File: config.mk
export PLATFORM = sky130hd
export DESIGN_NAME = spdt_slave
export DESIGN_NICKNAME = d
export VERILOG_FILES = /design/src/verilog/spdt_sync.v /design/src/verilog/spdt_page_buf.v /design/src/verilog/spdt_slave.v
export VERILOG_INCLUDE_DIRS = /design/src /design/src/verilog
export SDC_FILE = /design/constraint.sdc
export NUM_CORES = 1
export LEC_CHECK = 0
export ABC_AREA = 1
export BUFFER_PORTS_ARGS = -buffer_cell sky130_fd_sc_hd__buf_4
export CORE_UTILIZATION = 45
export CTS_BUF_LIST = sky130_fd_sc_hd__clkbuf_8
export DETAILED_ROUTE_END_ITERATION = 10
export GPL_ROUTABILITY_DRIVEN = 0
export GPL_TIMING_DRIVEN = 1
export HOLD_SLACK_MARGIN = 0.1
export PLACE_DENSITY = 0.6
export RECOVER_POWER = 25
export SYNTH_ARGS = -nofsm -noshare
export SYNTH_HDL_FRONTEND = slang
export SYNTH_SLANG_ARGS = --single-unit
File: constraint.sdc
create_clock -name mclk -period 3.75 [get_ports mclk]
set_clock_uncertainty 0.05 [all_clocks]
set_input_delay 0.375 -clock mclk [delete_from_list [all_inputs] [get_ports mclk]]
set_output_delay 0.375 -clock mclk [all_outputs]
set_load 0.01 [all_outputs]
File: src/verilog/spdt_defs.vh
`ifndef SPDT_DEFS_VH
`define SPDT_DEFS_VH

// Function preambles, slave address bits 7..4
`define SPDT_PRE_SENSOR   4'h3
`define SPDT_PRE_EEPROM   4'ha
`define SPDT_PRE_UTILITY  4'h6

// Utility encodings, slave address bits 3..0
`define SPDT_UT_SET0      4'h2
`define SPDT_UT_SET1      4'h8
`define SPDT_UT_SET2      4'ha
`define SPDT_UT_SET3      4'h0
`define SPDT_UT_CLR       4'h6
`define SPDT_UT_QRY0      4'h3
`define SPDT_UT_QRY1      4'h9
`define SPDT_UT_QRY2      4'hb
`define SPDT_UT_QRY3      4'h1
`define SPDT_UT_BANK0     4'hc
`define SPDT_UT_BANK1     4'he
`define SPDT_UT_BANKQ     4'hd

// Reset and power-up values
`define SPDT_PTR_RESET    8'h00
`define SPDT_ERASED_BYTE  8'hff
`define SPDT_PROT_RESET   4'h0

// Page buffer geometry
`define SPDT_PAGE_BYTES   16
`define SPDT_POS_BITS     4

// Programming cycle time
`define SPDT_TWR_NS       5000000
`define SPDT_MCLK_NS      25

`endif

File: src/verilog/spdt_sync.v
`timescale 1ns/1ps
`default_nettype none

module spdt_sync
(
    input  wire mclk,
    input  wire rst_b,
    input  wire pinIn,
    output reg  pinSync
);

    reg stage;

    // Pins idle high on an open-drain bus
    always @(posedge mclk or negedge rst_b)
    begin
        if (!rst_b)
        begin
            stage   <= 1'b1;
            pinSync <= 1'b1;
        end
        else
        begin
            stage   <= pinIn;
            pinSync <= stage;
        end
    end

endmodule

`default_nettype wire

File: src/verilog/spdt_page_buf.v
`timescale 1ns/1ps
`default_nettype none
`include "spdt_defs.vh"

module spdt_page_buf
(
    input  wire       mclk,
    input  wire       rst_b,
    input  wire       clear,
    input  wire       wrEn,
    input  wire [3:0] wrPos,
    input  wire [7:0] wrData,
    input  wire [3:0] rdPos,
    output wire [7:0] rdData,
    output wire       rdValid
);

    reg [7:0]  slot [0:`SPDT_PAGE_BYTES-1];
    reg [15:0] loaded;

    genvar g;
    generate
        for (g = 0; g < `SPDT_PAGE_BYTES; g = g + 1)
        begin : gSlot
            always @(posedge mclk or negedge rst_b)
            begin
                if (!rst_b)
                    slot[g] <= `SPDT_ERASED_BYTE;
                else if (wrEn && wrPos == g)
                    slot[g] <= wrData;
            end
        end
    endgenerate

    // Only bytes loaded in this frame are programmed; later bytes replace earlier
    always @(posedge mclk or negedge rst_b)
    begin
        if (!rst_b)
            loaded <= 16'h0000;
        else if (clear)
            loaded <= 16'h0000;
        else if (wrEn)
            loaded <= loaded | (16'h0001 << wrPos);
    end

    assign rdData  = slot[rdPos];
    assign rdValid = loaded[rdPos];

endmodule

`default_nettype wire

File: src/verilog/spdt_slave.v
`timescale 1ns/1ps
`default_nettype none
`include "spdt_defs.vh"

// Summary of operation
// SDA fall with SCL high is start
// SDA rise with SCL high is stop
// Ignore everything until a start arrives
// Change SDA only while SCL is low
// Master starts idle bus with address
// Bits 7..4 choose sensor, EEPROM or utility
// Bits 3..1 must match select pins
// Acknowledge matching address and written bytes; code acks sensor and EEPROM addresses only with bit 0 low
// Stop sending after master no-acknowledge
// Decode the utility command set
// No high voltage: no-acknowledge third byte
// Master holds pin zero steady meanwhile
// Both pointers reset to zero
// One bank active; lower after reset
// Write takes address then one/two bytes
// Stop commits sensor write or programs EEPROM
// Sixteen pages of sixteen bytes each
// Byte position wraps within page buffer
// Busy programming: do not acknowledge address
// Master polls with address until acknowledged
// Delivered unprotected, all bytes erased
// Drive low for zero, release for one
// Bank query acknowledges when lower bank
// Protect query no-acknowledges when protected
// Blocks are bank halves, individually protected
// Reserved utility codes get no acknowledge
// Protected block writes are discarded
module spdt_slave
#(
    parameter TWR_CYCLES = `SPDT_TWR_NS / `SPDT_MCLK_NS
)
(
    input  wire        mclk,
    input  wire        rst_b,
    input  wire        sclPin,
    input  wire        sdaIn,
    output reg         sdaOut,
    output reg         sdaOe,
    input  wire        addrSelectPinZero,
    input  wire        addrSelectPinOne,
    input  wire        addrSelectPinTwo,
    input  wire        veryHighVoltageLevel,
    output reg  [7:0]  sensorPointer,
    output reg  [15:0] sensorWriteData,
    output reg         sensorWriteStrobe,
    output reg  [7:0]  eepromPointer,
    output reg         activeBank,
    output reg  [3:0]  protectFlags,
    output reg         eepromBusy,
    output reg         eepromProgStrobe,
    output reg  [8:0]  eepromProgAddr,
    output reg  [7:0]  eepromProgData
);

    localparam ST_IDLE = 6'h01;
    localparam ST_ADDR = 6'h02;
    localparam ST_ACK  = 6'h04;
    localparam ST_RECV = 6'h08;
    localparam ST_SEND = 6'h10;
    localparam ST_PROG = 6'h20;

    localparam CMD_NONE   = 3'h0;
    localparam CMD_SENSOR = 3'h1;
    localparam CMD_EEPROM = 3'h2;
    localparam CMD_PROT   = 3'h3;
    localparam CMD_CLEAR  = 3'h4;
    localparam CMD_BANK   = 3'h5;

    wire scl;
    wire sda;
    wire vhv;
    reg  sensorFull;
    reg  sclPrev;
    reg  sdaPrev;
    reg  [5:0] state;
    reg  [3:0] bitCount;
    reg  [7:0] shift;
    reg  [1:0] byteCount;
    reg  [2:0] cmd;
    reg  [1:0] cmdBlock;
    reg  cmdBank;
    reg  ackNow;
    reg  ackTaken;
    reg  hvOk;
    reg  [3:0] pos;
    reg  [3:0] pageBase;
    reg  bufWr;
    reg  bufClear;
    reg  [4:0] progIdx;
    reg  [23:0] twrCount;
    wire [7:0] bufRd;
    wire bufValid;

    spdt_sync uSyncScl (.mclk(mclk), .rst_b(rst_b), .pinIn(sclPin), .pinSync(scl));
    spdt_sync uSyncSda (.mclk(mclk), .rst_b(rst_b), .pinIn(sdaIn), .pinSync(sda));
    spdt_sync uSyncHv  (.mclk(mclk), .rst_b(rst_b), .pinIn(veryHighVoltageLevel),
                        .pinSync(vhv));

    spdt_page_buf uBuf
    (
        .mclk    (mclk),
        .rst_b   (rst_b),
        .clear   (bufClear),
        .wrEn    (bufWr),
        .wrPos   (pos),
        .wrData  (shift),
        .rdPos   (progIdx[3:0]),
        .rdData  (bufRd),
        .rdValid (bufValid)
    );

    wire startCond = sclPrev && scl && sdaPrev && !sda;
    wire stopCond  = sclPrev && scl && !sdaPrev && sda;
    wire sclRise   = !sclPrev && scl;
    wire sclFall   = sclPrev && !scl;
    wire [2:0] pinSel = {addrSelectPinTwo, addrSelectPinOne, addrSelectPinZero};

    // Bank picks blocks 0/1 or 2/3, byte bit 7 the half
    function [1:0] blockOf;
        input       bank;
        input [7:0] byteAddr;
        begin
            blockOf = {bank, byteAddr[7]};
        end
    endfunction

    // Utility low nibble to block number for set and query
    function [1:0] utilBlock;
        input [3:0] code;
        begin
            case (code[3:1])
                3'h1:    utilBlock = 2'd0;
                3'h4:    utilBlock = 2'd1;
                3'h5:    utilBlock = 2'd2;
                default: utilBlock = 2'd3;
            endcase
        end
    endfunction

    always @(posedge mclk or negedge rst_b)
    begin
        if (!rst_b)
        begin
            sclPrev <= 1'b1;
            sdaPrev <= 1'b1;
        end
        else
        begin
            sclPrev <= scl;
            sdaPrev <= sda;
        end
    end

    always @(posedge mclk or negedge rst_b)
    begin
        if (!rst_b)
        begin
            state             <= ST_IDLE;
            bitCount          <= 4'h0;
            shift             <= 8'h00;
            byteCount         <= 2'h0;
            cmd               <= CMD_NONE;
            cmdBlock          <= 2'h0;
            cmdBank           <= 1'b0;
            ackNow            <= 1'b0;
            ackTaken          <= 1'b0;
            hvOk              <= 1'b0;
            sensorFull        <= 1'b0;
            pos               <= 4'h0;
            pageBase          <= 4'h0;
            bufWr             <= 1'b0;
            bufClear          <= 1'b0;
            progIdx           <= 5'h00;
            twrCount          <= 24'h000000;
            sdaOut            <= 1'b1;
            sdaOe             <= 1'b0;
            sensorPointer     <= `SPDT_PTR_RESET;
            eepromPointer     <= `SPDT_PTR_RESET;
            sensorWriteData   <= 16'h0000;
            sensorWriteStrobe <= 1'b0;
            activeBank        <= 1'b0;
            protectFlags      <= `SPDT_PROT_RESET;
            eepromBusy        <= 1'b0;
            eepromProgStrobe  <= 1'b0;
            eepromProgAddr    <= 9'h000;
            eepromProgData    <= 8'h00;
        end
        else
        begin
            bufWr             <= 1'b0;
            bufClear          <= 1'b0;
            sensorWriteStrobe <= 1'b0;
            eepromProgStrobe  <= 1'b0;
            if (state == ST_PROG)
            begin
                // The bus is ignored while busy, so polling sees no ack
                sdaOe  <= 1'b0;
                sdaOut <= 1'b1;
                if (progIdx < 5'd16)
                begin
                    if (bufValid)
                    begin
                        eepromProgStrobe <= 1'b1;
                        eepromProgAddr   <= {activeBank, pageBase, progIdx[3:0]};
                        eepromProgData   <= bufRd;
                    end
                    progIdx <= progIdx + 5'd1;
                end
                else if (twrCount == 24'h000000)
                begin
                    eepromBusy <= 1'b0;
                    state      <= ST_IDLE;
                end
                else
                    twrCount <= twrCount - 24'd1;
            end
            else if (startCond)
            begin
                state    <= ST_ADDR;
                bitCount <= 4'h0;
                byteCount <= 2'h0;
                hvOk     <= vhv;
                sensorFull <= 1'b0;
                sdaOe    <= 1'b0;
                bufClear <= 1'b1;
            end
            else if (stopCond)
            begin
                sdaOe <= 1'b0;
                state <= ST_IDLE;
                if (cmd == CMD_SENSOR && sensorFull)
                    sensorWriteStrobe <= 1'b1;
                else if (cmd == CMD_EEPROM && byteCount == 2'd3
                         && !protectFlags[blockOf(activeBank, {pageBase, 4'h0})])
                begin
                    // Protected data never starts a cycle
                    state      <= ST_PROG;
                    eepromBusy <= 1'b1;
                    progIdx    <= 5'h00;
                    twrCount   <= TWR_CYCLES[23:0];
                end
                cmd <= CMD_NONE;
            end
            else if (state == ST_ADDR || state == ST_RECV)
            begin
                if (sclRise)
                begin
                    shift    <= {shift[6:0], sda};
                    bitCount <= bitCount + 4'd1;
                end
                else if (sclFall && bitCount == 4'd8)
                begin
                    bitCount <= 4'h0;
                    state    <= ST_ACK;
                    ackNow   <= 1'b0;
                    if (state == ST_ADDR)
                    begin
                        cmd      <= CMD_NONE;
                        cmdBlock <= utilBlock(shift[3:0]);
                        byteCount <= 2'd1;
                        case (shift[7:4])
                            `SPDT_PRE_SENSOR:
                                if (shift[3:1] == pinSel)
                                begin
                                    cmd    <= CMD_SENSOR;
                                    ackNow <= !shift[0];
                                end
                            `SPDT_PRE_EEPROM:
                                if (shift[3:1] == pinSel)
                                begin
                                    cmd    <= CMD_EEPROM;
                                    ackNow <= !shift[0];
                                end
                            `SPDT_PRE_UTILITY:
                                case (shift[3:0])
                                    `SPDT_UT_SET0, `SPDT_UT_SET1,
                                    `SPDT_UT_SET2, `SPDT_UT_SET3:
                                    begin
                                        cmd    <= CMD_PROT;
                                        ackNow <= !protectFlags[utilBlock(shift[3:0])];
                                    end
                                    `SPDT_UT_CLR:
                                    begin
                                        cmd    <= CMD_CLEAR;
                                        ackNow <= 1'b1;
                                    end
                                    `SPDT_UT_QRY0, `SPDT_UT_QRY1,
                                    `SPDT_UT_QRY2, `SPDT_UT_QRY3:
                                        ackNow <= !protectFlags[utilBlock(shift[3:0])];
                                    `SPDT_UT_BANK0, `SPDT_UT_BANK1:
                                    begin
                                        cmd     <= CMD_BANK;
                                        cmdBank <= shift[1];
                                        ackNow  <= 1'b1;
                                    end
                                    `SPDT_UT_BANKQ:
                                        ackNow <= !activeBank;
                                    default:
                                        ackNow <= 1'b0;
                                endcase
                            default:
                                ackNow <= 1'b0;
                        endcase
                    end
                    else
                    begin
                        // Count bytes after the address
                        if (byteCount != 2'd3)
                            byteCount <= byteCount + 2'd1;
                        case (cmd)
                            CMD_SENSOR:
                            begin
                                ackNow <= 1'b1;
                                if (byteCount == 2'd1)
                                    sensorPointer <= shift;
                                else if (byteCount == 2'd2)
                                    sensorWriteData[15:8] <= shift;
                                else
                                begin
                                    sensorWriteData[7:0] <= shift;
                                    sensorFull           <= 1'b1;
                                end
                            end
                            CMD_EEPROM:
                            begin
                                ackNow <= 1'b1;
                                if (byteCount == 2'd1)
                                begin
                                    eepromPointer <= shift;
                                    pageBase      <= shift[7:4];
                                    pos           <= shift[3:0];
                                end
                                else
                                    bufWr <= 1'b1;
                            end
                            CMD_PROT, CMD_CLEAR:
                                // Third byte refused without high voltage
                                ackNow <= (byteCount == 2'd2) ? hvOk : 1'b1;
                            CMD_BANK:
                                ackNow <= (byteCount != 2'd2);
                            default:
                                ackNow <= 1'b0;
                        endcase
                    end
                end
            end
            else if (state == ST_ACK)
            begin
                // Drive only while SCL is low
                if (!scl && !sdaOe && ackNow && !ackTaken)
                begin
                    sdaOe    <= 1'b1;
                    sdaOut   <= 1'b0;
                    ackTaken <= 1'b1;
                end
                else if (sclFall)
                begin
                    sdaOe    <= 1'b0;
                    sdaOut   <= 1'b1;
                    ackTaken <= 1'b0;
                    if (bufWr == 1'b0 && cmd == CMD_EEPROM && byteCount >= 2'd3)
                        pos <= pos + 4'd1;
                    if (!ackNow)
                        state <= ST_IDLE;
                    else
                    begin
                        state <= ST_RECV;
                        if (cmd == CMD_PROT && byteCount == 2'd3)
                            protectFlags[cmdBlock] <= 1'b1;
                        else if (cmd == CMD_CLEAR && byteCount == 2'd3)
                            protectFlags <= 4'h0;
                        else if (cmd == CMD_BANK && byteCount == 2'd2)
                            activeBank <= cmdBank;
                    end
                end
            end
        end
    end

endmodule

`default_nettype wire

* After elaboration in Yosys (flattened, before gate mapping)
Cells that the tools add are included.
Storage, ports and cells: register bits 280, bits of input ports 8, output and inout bits 59, logic and storage cells 409
Cells by class: $add $sub $neg 5, $lt $le $gt $ge 9, eq/ne operators 72, shifts and indexed selects 1, muxes and demuxes 148, bitwise gates (word level) 15, reductions and logical operators 104
Operator list (number):
- two-way mux 24 bit | 7
- two-way mux 6 bit | 13
- two-way mux 4 bit | 18
- equality test 4 bit (second input constant) | 17
- two-way mux 1 bit | 57
- two-way mux 2 bit | 26
- AND reduction 9 bit | 5
- logical AND 1 bit | 36
- AND reduction 6 bit | 6
- binary-select mux 8 bit (select 4 bit) | 1
- two-way mux 16 bit | 2
- two-way mux 5 bit | 6
- != test 2 bit (second input constant) | 15
- nonzero test 2 bit | 15
- equality test 4 x 3 -> 1 bit (second input constant) | 6
- logical NOT 24 bit | 1
- subtractor 24 x 1 -> 24 bit (second input constant) | 1
- equality test 4 x 2 -> 1 bit (second input constant) | 5
- AND reduction 10 bit | 2
- case mux 3 bit (3 select lines) | 2
- two-way mux 8 bit | 2
- OR 16 bit | 1
- << shifter 1 x 4 -> 16 bit (first input constant) | 1
- two-way mux 3 bit | 5
- 50 further kinds | 104

* Longest topological paths before layout
depth after elaboration 17, gate-level depth with buffers 13

* By module
Synthesis repeated with hierarchy kept, for this count alone.
Second synthesis, totals: cells, all modules 1791, area total of the unflattened synthesis 13963.4 µm²
Modules (own cells, without submodules):
- spdt_page_buf | instances 1, cells an instance 919, area an instance 7051.8 µm², seq. area each 3763.6 µm²
- spdt_slave | instances 1, cells an instance 866, area an instance 6754.0 µm², seq. area each 3133.0 µm²
- spdt_sync | instances 3, cells an instance 2, area an instance 52.6 µm², seq. area each 52.6 µm²

* Worst setup path before layout
OpenSTA, ideal clock, no wires.
path kind register to register, start register bitCount[0], end register sensorPointer[6], arrival time 1.531 ns, path slack 2.037 ns, stages on the path, launching flop included 11, clock period less this slack 1.713 ns, cell sequence dfrtp_1 > inv_1 > ha_1 > nand3_2 > nor2_8 > nand4_2 > nor3_4 > nand2_2 > buf_6 > nand2_1 > o21ai_2
Between the ends: longest elaborated chain between the ends 3
Ends and longest elaborated chain:
- start: declaration | RTL line spdt_slave.v:81 | reg [3:0] bitCount;
- start signal: assignment | RTL line spdt_slave.v:254 | bitCount <= bitCount + 4'd1;
- equality test 4 bit | RTL line spdt_slave.v:256 | else if (sclFall && bitCount == 4'd8)
- logical AND 1 bit | RTL line spdt_slave.v:256
- AND reduction 9 bit (no source line)
- end signal: assignment | RTL line spdt_slave.v:182 | sensorPointer <= `SPDT_PTR_RESET;
- end signal: assignment | RTL line spdt_slave.v:320 | sensorPointer <= shift;
- end: declaration | RTL line spdt_slave.v:48 | output reg [7:0] sensorPointer,
No other way between the ends. A chain may end at the register's enable or synchronous reset.

==> impl_metrics.json <==
{
  "max_freq_mhz": 392.3,
  "num_vias": 11010,
  "overflow": 0,
  "utilization_pct": 51.81,
  "clockRootBuffer": "clkbuf_8",
  "endpoint_kind": "asynchronous set/reset pin",
  "place_hpwl_um": 23380,
  "fin_area_um2": 15360,
  "die_h_um": 175.7,
  "die_area_um2": 30870,
  "grt_max_degree": 74,
  "critPathLaunchType": "input port",
  "synthToLayoutAreaGrowth_pct": 13.08,
  "routed-wl-met2_um": 15960,
  "cp_max_fo": 66,
  "n_antenna_cell": 0,
  "postRouteWirelength_um": 35100,
  "reg2reg_depth": 9,
  "synth_area_um2": 13580,
  "netlist-cell-type-count": 42,
  "antenna_found_initial": 0,
  "place_inst": 2039,
  "place_area_um2": 14290,
  "maxCapViolCount": 1,
  "finalCritPeriodShare_pct": 67.97,
  "cts_buffer_depth": 3,
  "crit_required_ps": 4260,
  "fin_crit_ps": 2549,
  "nets": 1725,
  "ys_seq_area_share_pct": 51.95,
  "ant_nets": 0,
  "drc": 0,
  "finalMaxSlewViolations": 65,
  "slowest_stage": "clkbuf_2",
  "clk_pin_slew_ps": 60,
  "grtUsageTotal_pct": 23.27,
  "holdCritPathClass": "input port to register",
  "start_util_pct": 45.82,
  "cts_sinks": 275,
  "wl_per_cell_um": 16.46,
  "synth-seq-cells": 275,
  "hold_viol": 0,
  "coreArea_um2": 29640,
  "synth_warnings": 0,
  "synthArstFlopShare_pct": 100.0,
  "synth_top_area_share_pct": 26.70,
  "critPathMaxStageDelay_ps": 1270,
  "max_slew_margin_pct": -21.42,
  "synth_common_cells": "nand2_1, o21ai_0, nor2_1, dfstp_2, dfrtp_1",
  "ios": 67,
  "holdPathStages": 6,
  "finalNonFillerCells": 2132,
  "power_density_nw_per_um2": 525.7,
  "power.leakage_nw": 7.175,
  "cts_buffers": 48,
  "synthFlopType": "dfstp_2",
  "viasPerCell": 5.166,
  "top_layer_used": "met4",
  "die_w_um": 175.7,
  "m1WireLength_um": 16630,
  "whs_ps": 272.3,
  "synth_top_area_cell": "dfstp_2",
  "synthCells": 1651,
  "grt_pass1_wl_um": 56880,
  "yosysMostFrequentCell": "nand2_1",
  "grt_setup_unrepaired": "no",
  "cts_tree": "done",
  "grt_pass1_vias": 10610,
  "htreeDepth": 2,
  "crit_path_cell_trace": "dlygate4sd3_1, clkbuf_2, clkbuf_1",
  "fillers": 2870,
  "synth_edf_count": 0,
  "vdd_drop_max_mv": 0.3488,
  "status": "complete, but fails checks",
  "violations": "capacitance limit, slew limit",
  "netlist_top_cells_area": "dfstp_2, dfrtp_1, nand2_1, o21ai_0, nor2_1",
  "syn-num-nets": 1673,
  "clkLatencyLatePin_ps": 570,
  "drive_gt1_share_pct": 21.70,
  "drt_iter0_drc": 724,
  "arrival_ps": 3060,
  "synth_area_per_cell_um2": 8.225,
  "path_class": "input port to asynchronous set/reset pin",
  "setup_viol_count_final": 0,
  "worst_pin_slew_ps": 1821,
  "port_buffers": 66,
  "ctsResizeCount": 0,
  "wl_met3_um": 1905,
  "setup_tns_ps": 0,
  "num_rows": 63,
  "drt_pass1_iterations": 5
}
==> cell type report <==
class                      count  area, um^2  share of cell area (%)
clock buffer                  61       839.6                   5.467
inverter                     122       457.9                   2.982
tap                          390       488.0                   3.178
timing repair buffer          84       671.9                   4.375
clock inverter                28       205.2                   1.336
sequential                   275        7057                   45.95
multi-input combinational   1172        5637                   36.71
==> per-stage QoR <==
step                      worst slack (ps)  power [W]
final                                 1201   0.008072
after global routing                 755.6   0.008528
after CTS                             1245   0.008156
after detailed placement              1279   0.005176
after global placement                1293   0.005165
after floorplan                       2037   0.004627
==> cell usage in the layout (no fill, tap or decap), drive strengths merged, types with 12 or more instances in the layout <==
cell	count
inv	133
nor2	199
dfrtp	137
nor3	12
nand4	14
clkinv	13
nand3	81
ha	14
dfstp	138
a21oi	49
o211ai	28
clkbuf	66
xor2	18
nand2	467
o21ai	270
buf	75
==> cells by family (layout without fill, tap and decap cells) <==
group                      Yosys count  in the layout  share of synthesized area (%)
DFF                                275            275                          51.95
adders and majority gates           14             14                          1.290
AOI/OAI and AO/OA                  352            352                          14.41
buffers and inverters              204            295                          6.542
and+or+nand+nor                    785            785                          24.45
xor gates and xnor gates            21             21                          1.354
==> worst paths after layout <==
kind / start / end / slack [ps]
setup reg to reg: state[1] / twrCount[3] / 1290
hold reg to reg: uSyncHv.stage / uSyncHv.pinSync / 300
hold / removal: addrSelectPinTwo / cmd[0] / 270
setup / recovery: rst_b / sensorPointer[3] / 1200
max in group mclk: state[1] / twrCount[3] / 1290
min in group asynchronous: rst_b / twrCount[14] / 770
==> flip-flops by register name, indices dropped and copies added (netlist names), 5 cells and up <==
name,count
uBuf.slot,128
sensorPointer,8
state,5
eepromProgData,8
progIdx,5
eepromPointer,7
sensorWriteData,16
twrCount,24
eepromProgAddr,9
shift,8
uBuf.loaded,16
==> critical path: cells and delay by family <==
family | cells | cell delay [ps]
buffers and inverters | 3 | 2590
==> what timing repair did <==
action / CTS / global route
hold endpoints to repair: 65 / 0
setup endpoints to repair: 0 / 0
hold buffers: 4 / 0
setup buffers: 0 / 0
==> routing by layer <==
metal	up-vias	track usage, %
met2	272	36.99
met4	0	6.522
met3	42	3.939
li1	5455	-
met5	-	0
met1	5245	32.70
==> report_power, final <==
part           internal [W]  switching, W
logic              0.000540       0.00134
clock network       0.00168       0.00126
registers           0.00308      0.000178
Note: power is estimated with default switching activity, not from simulation.
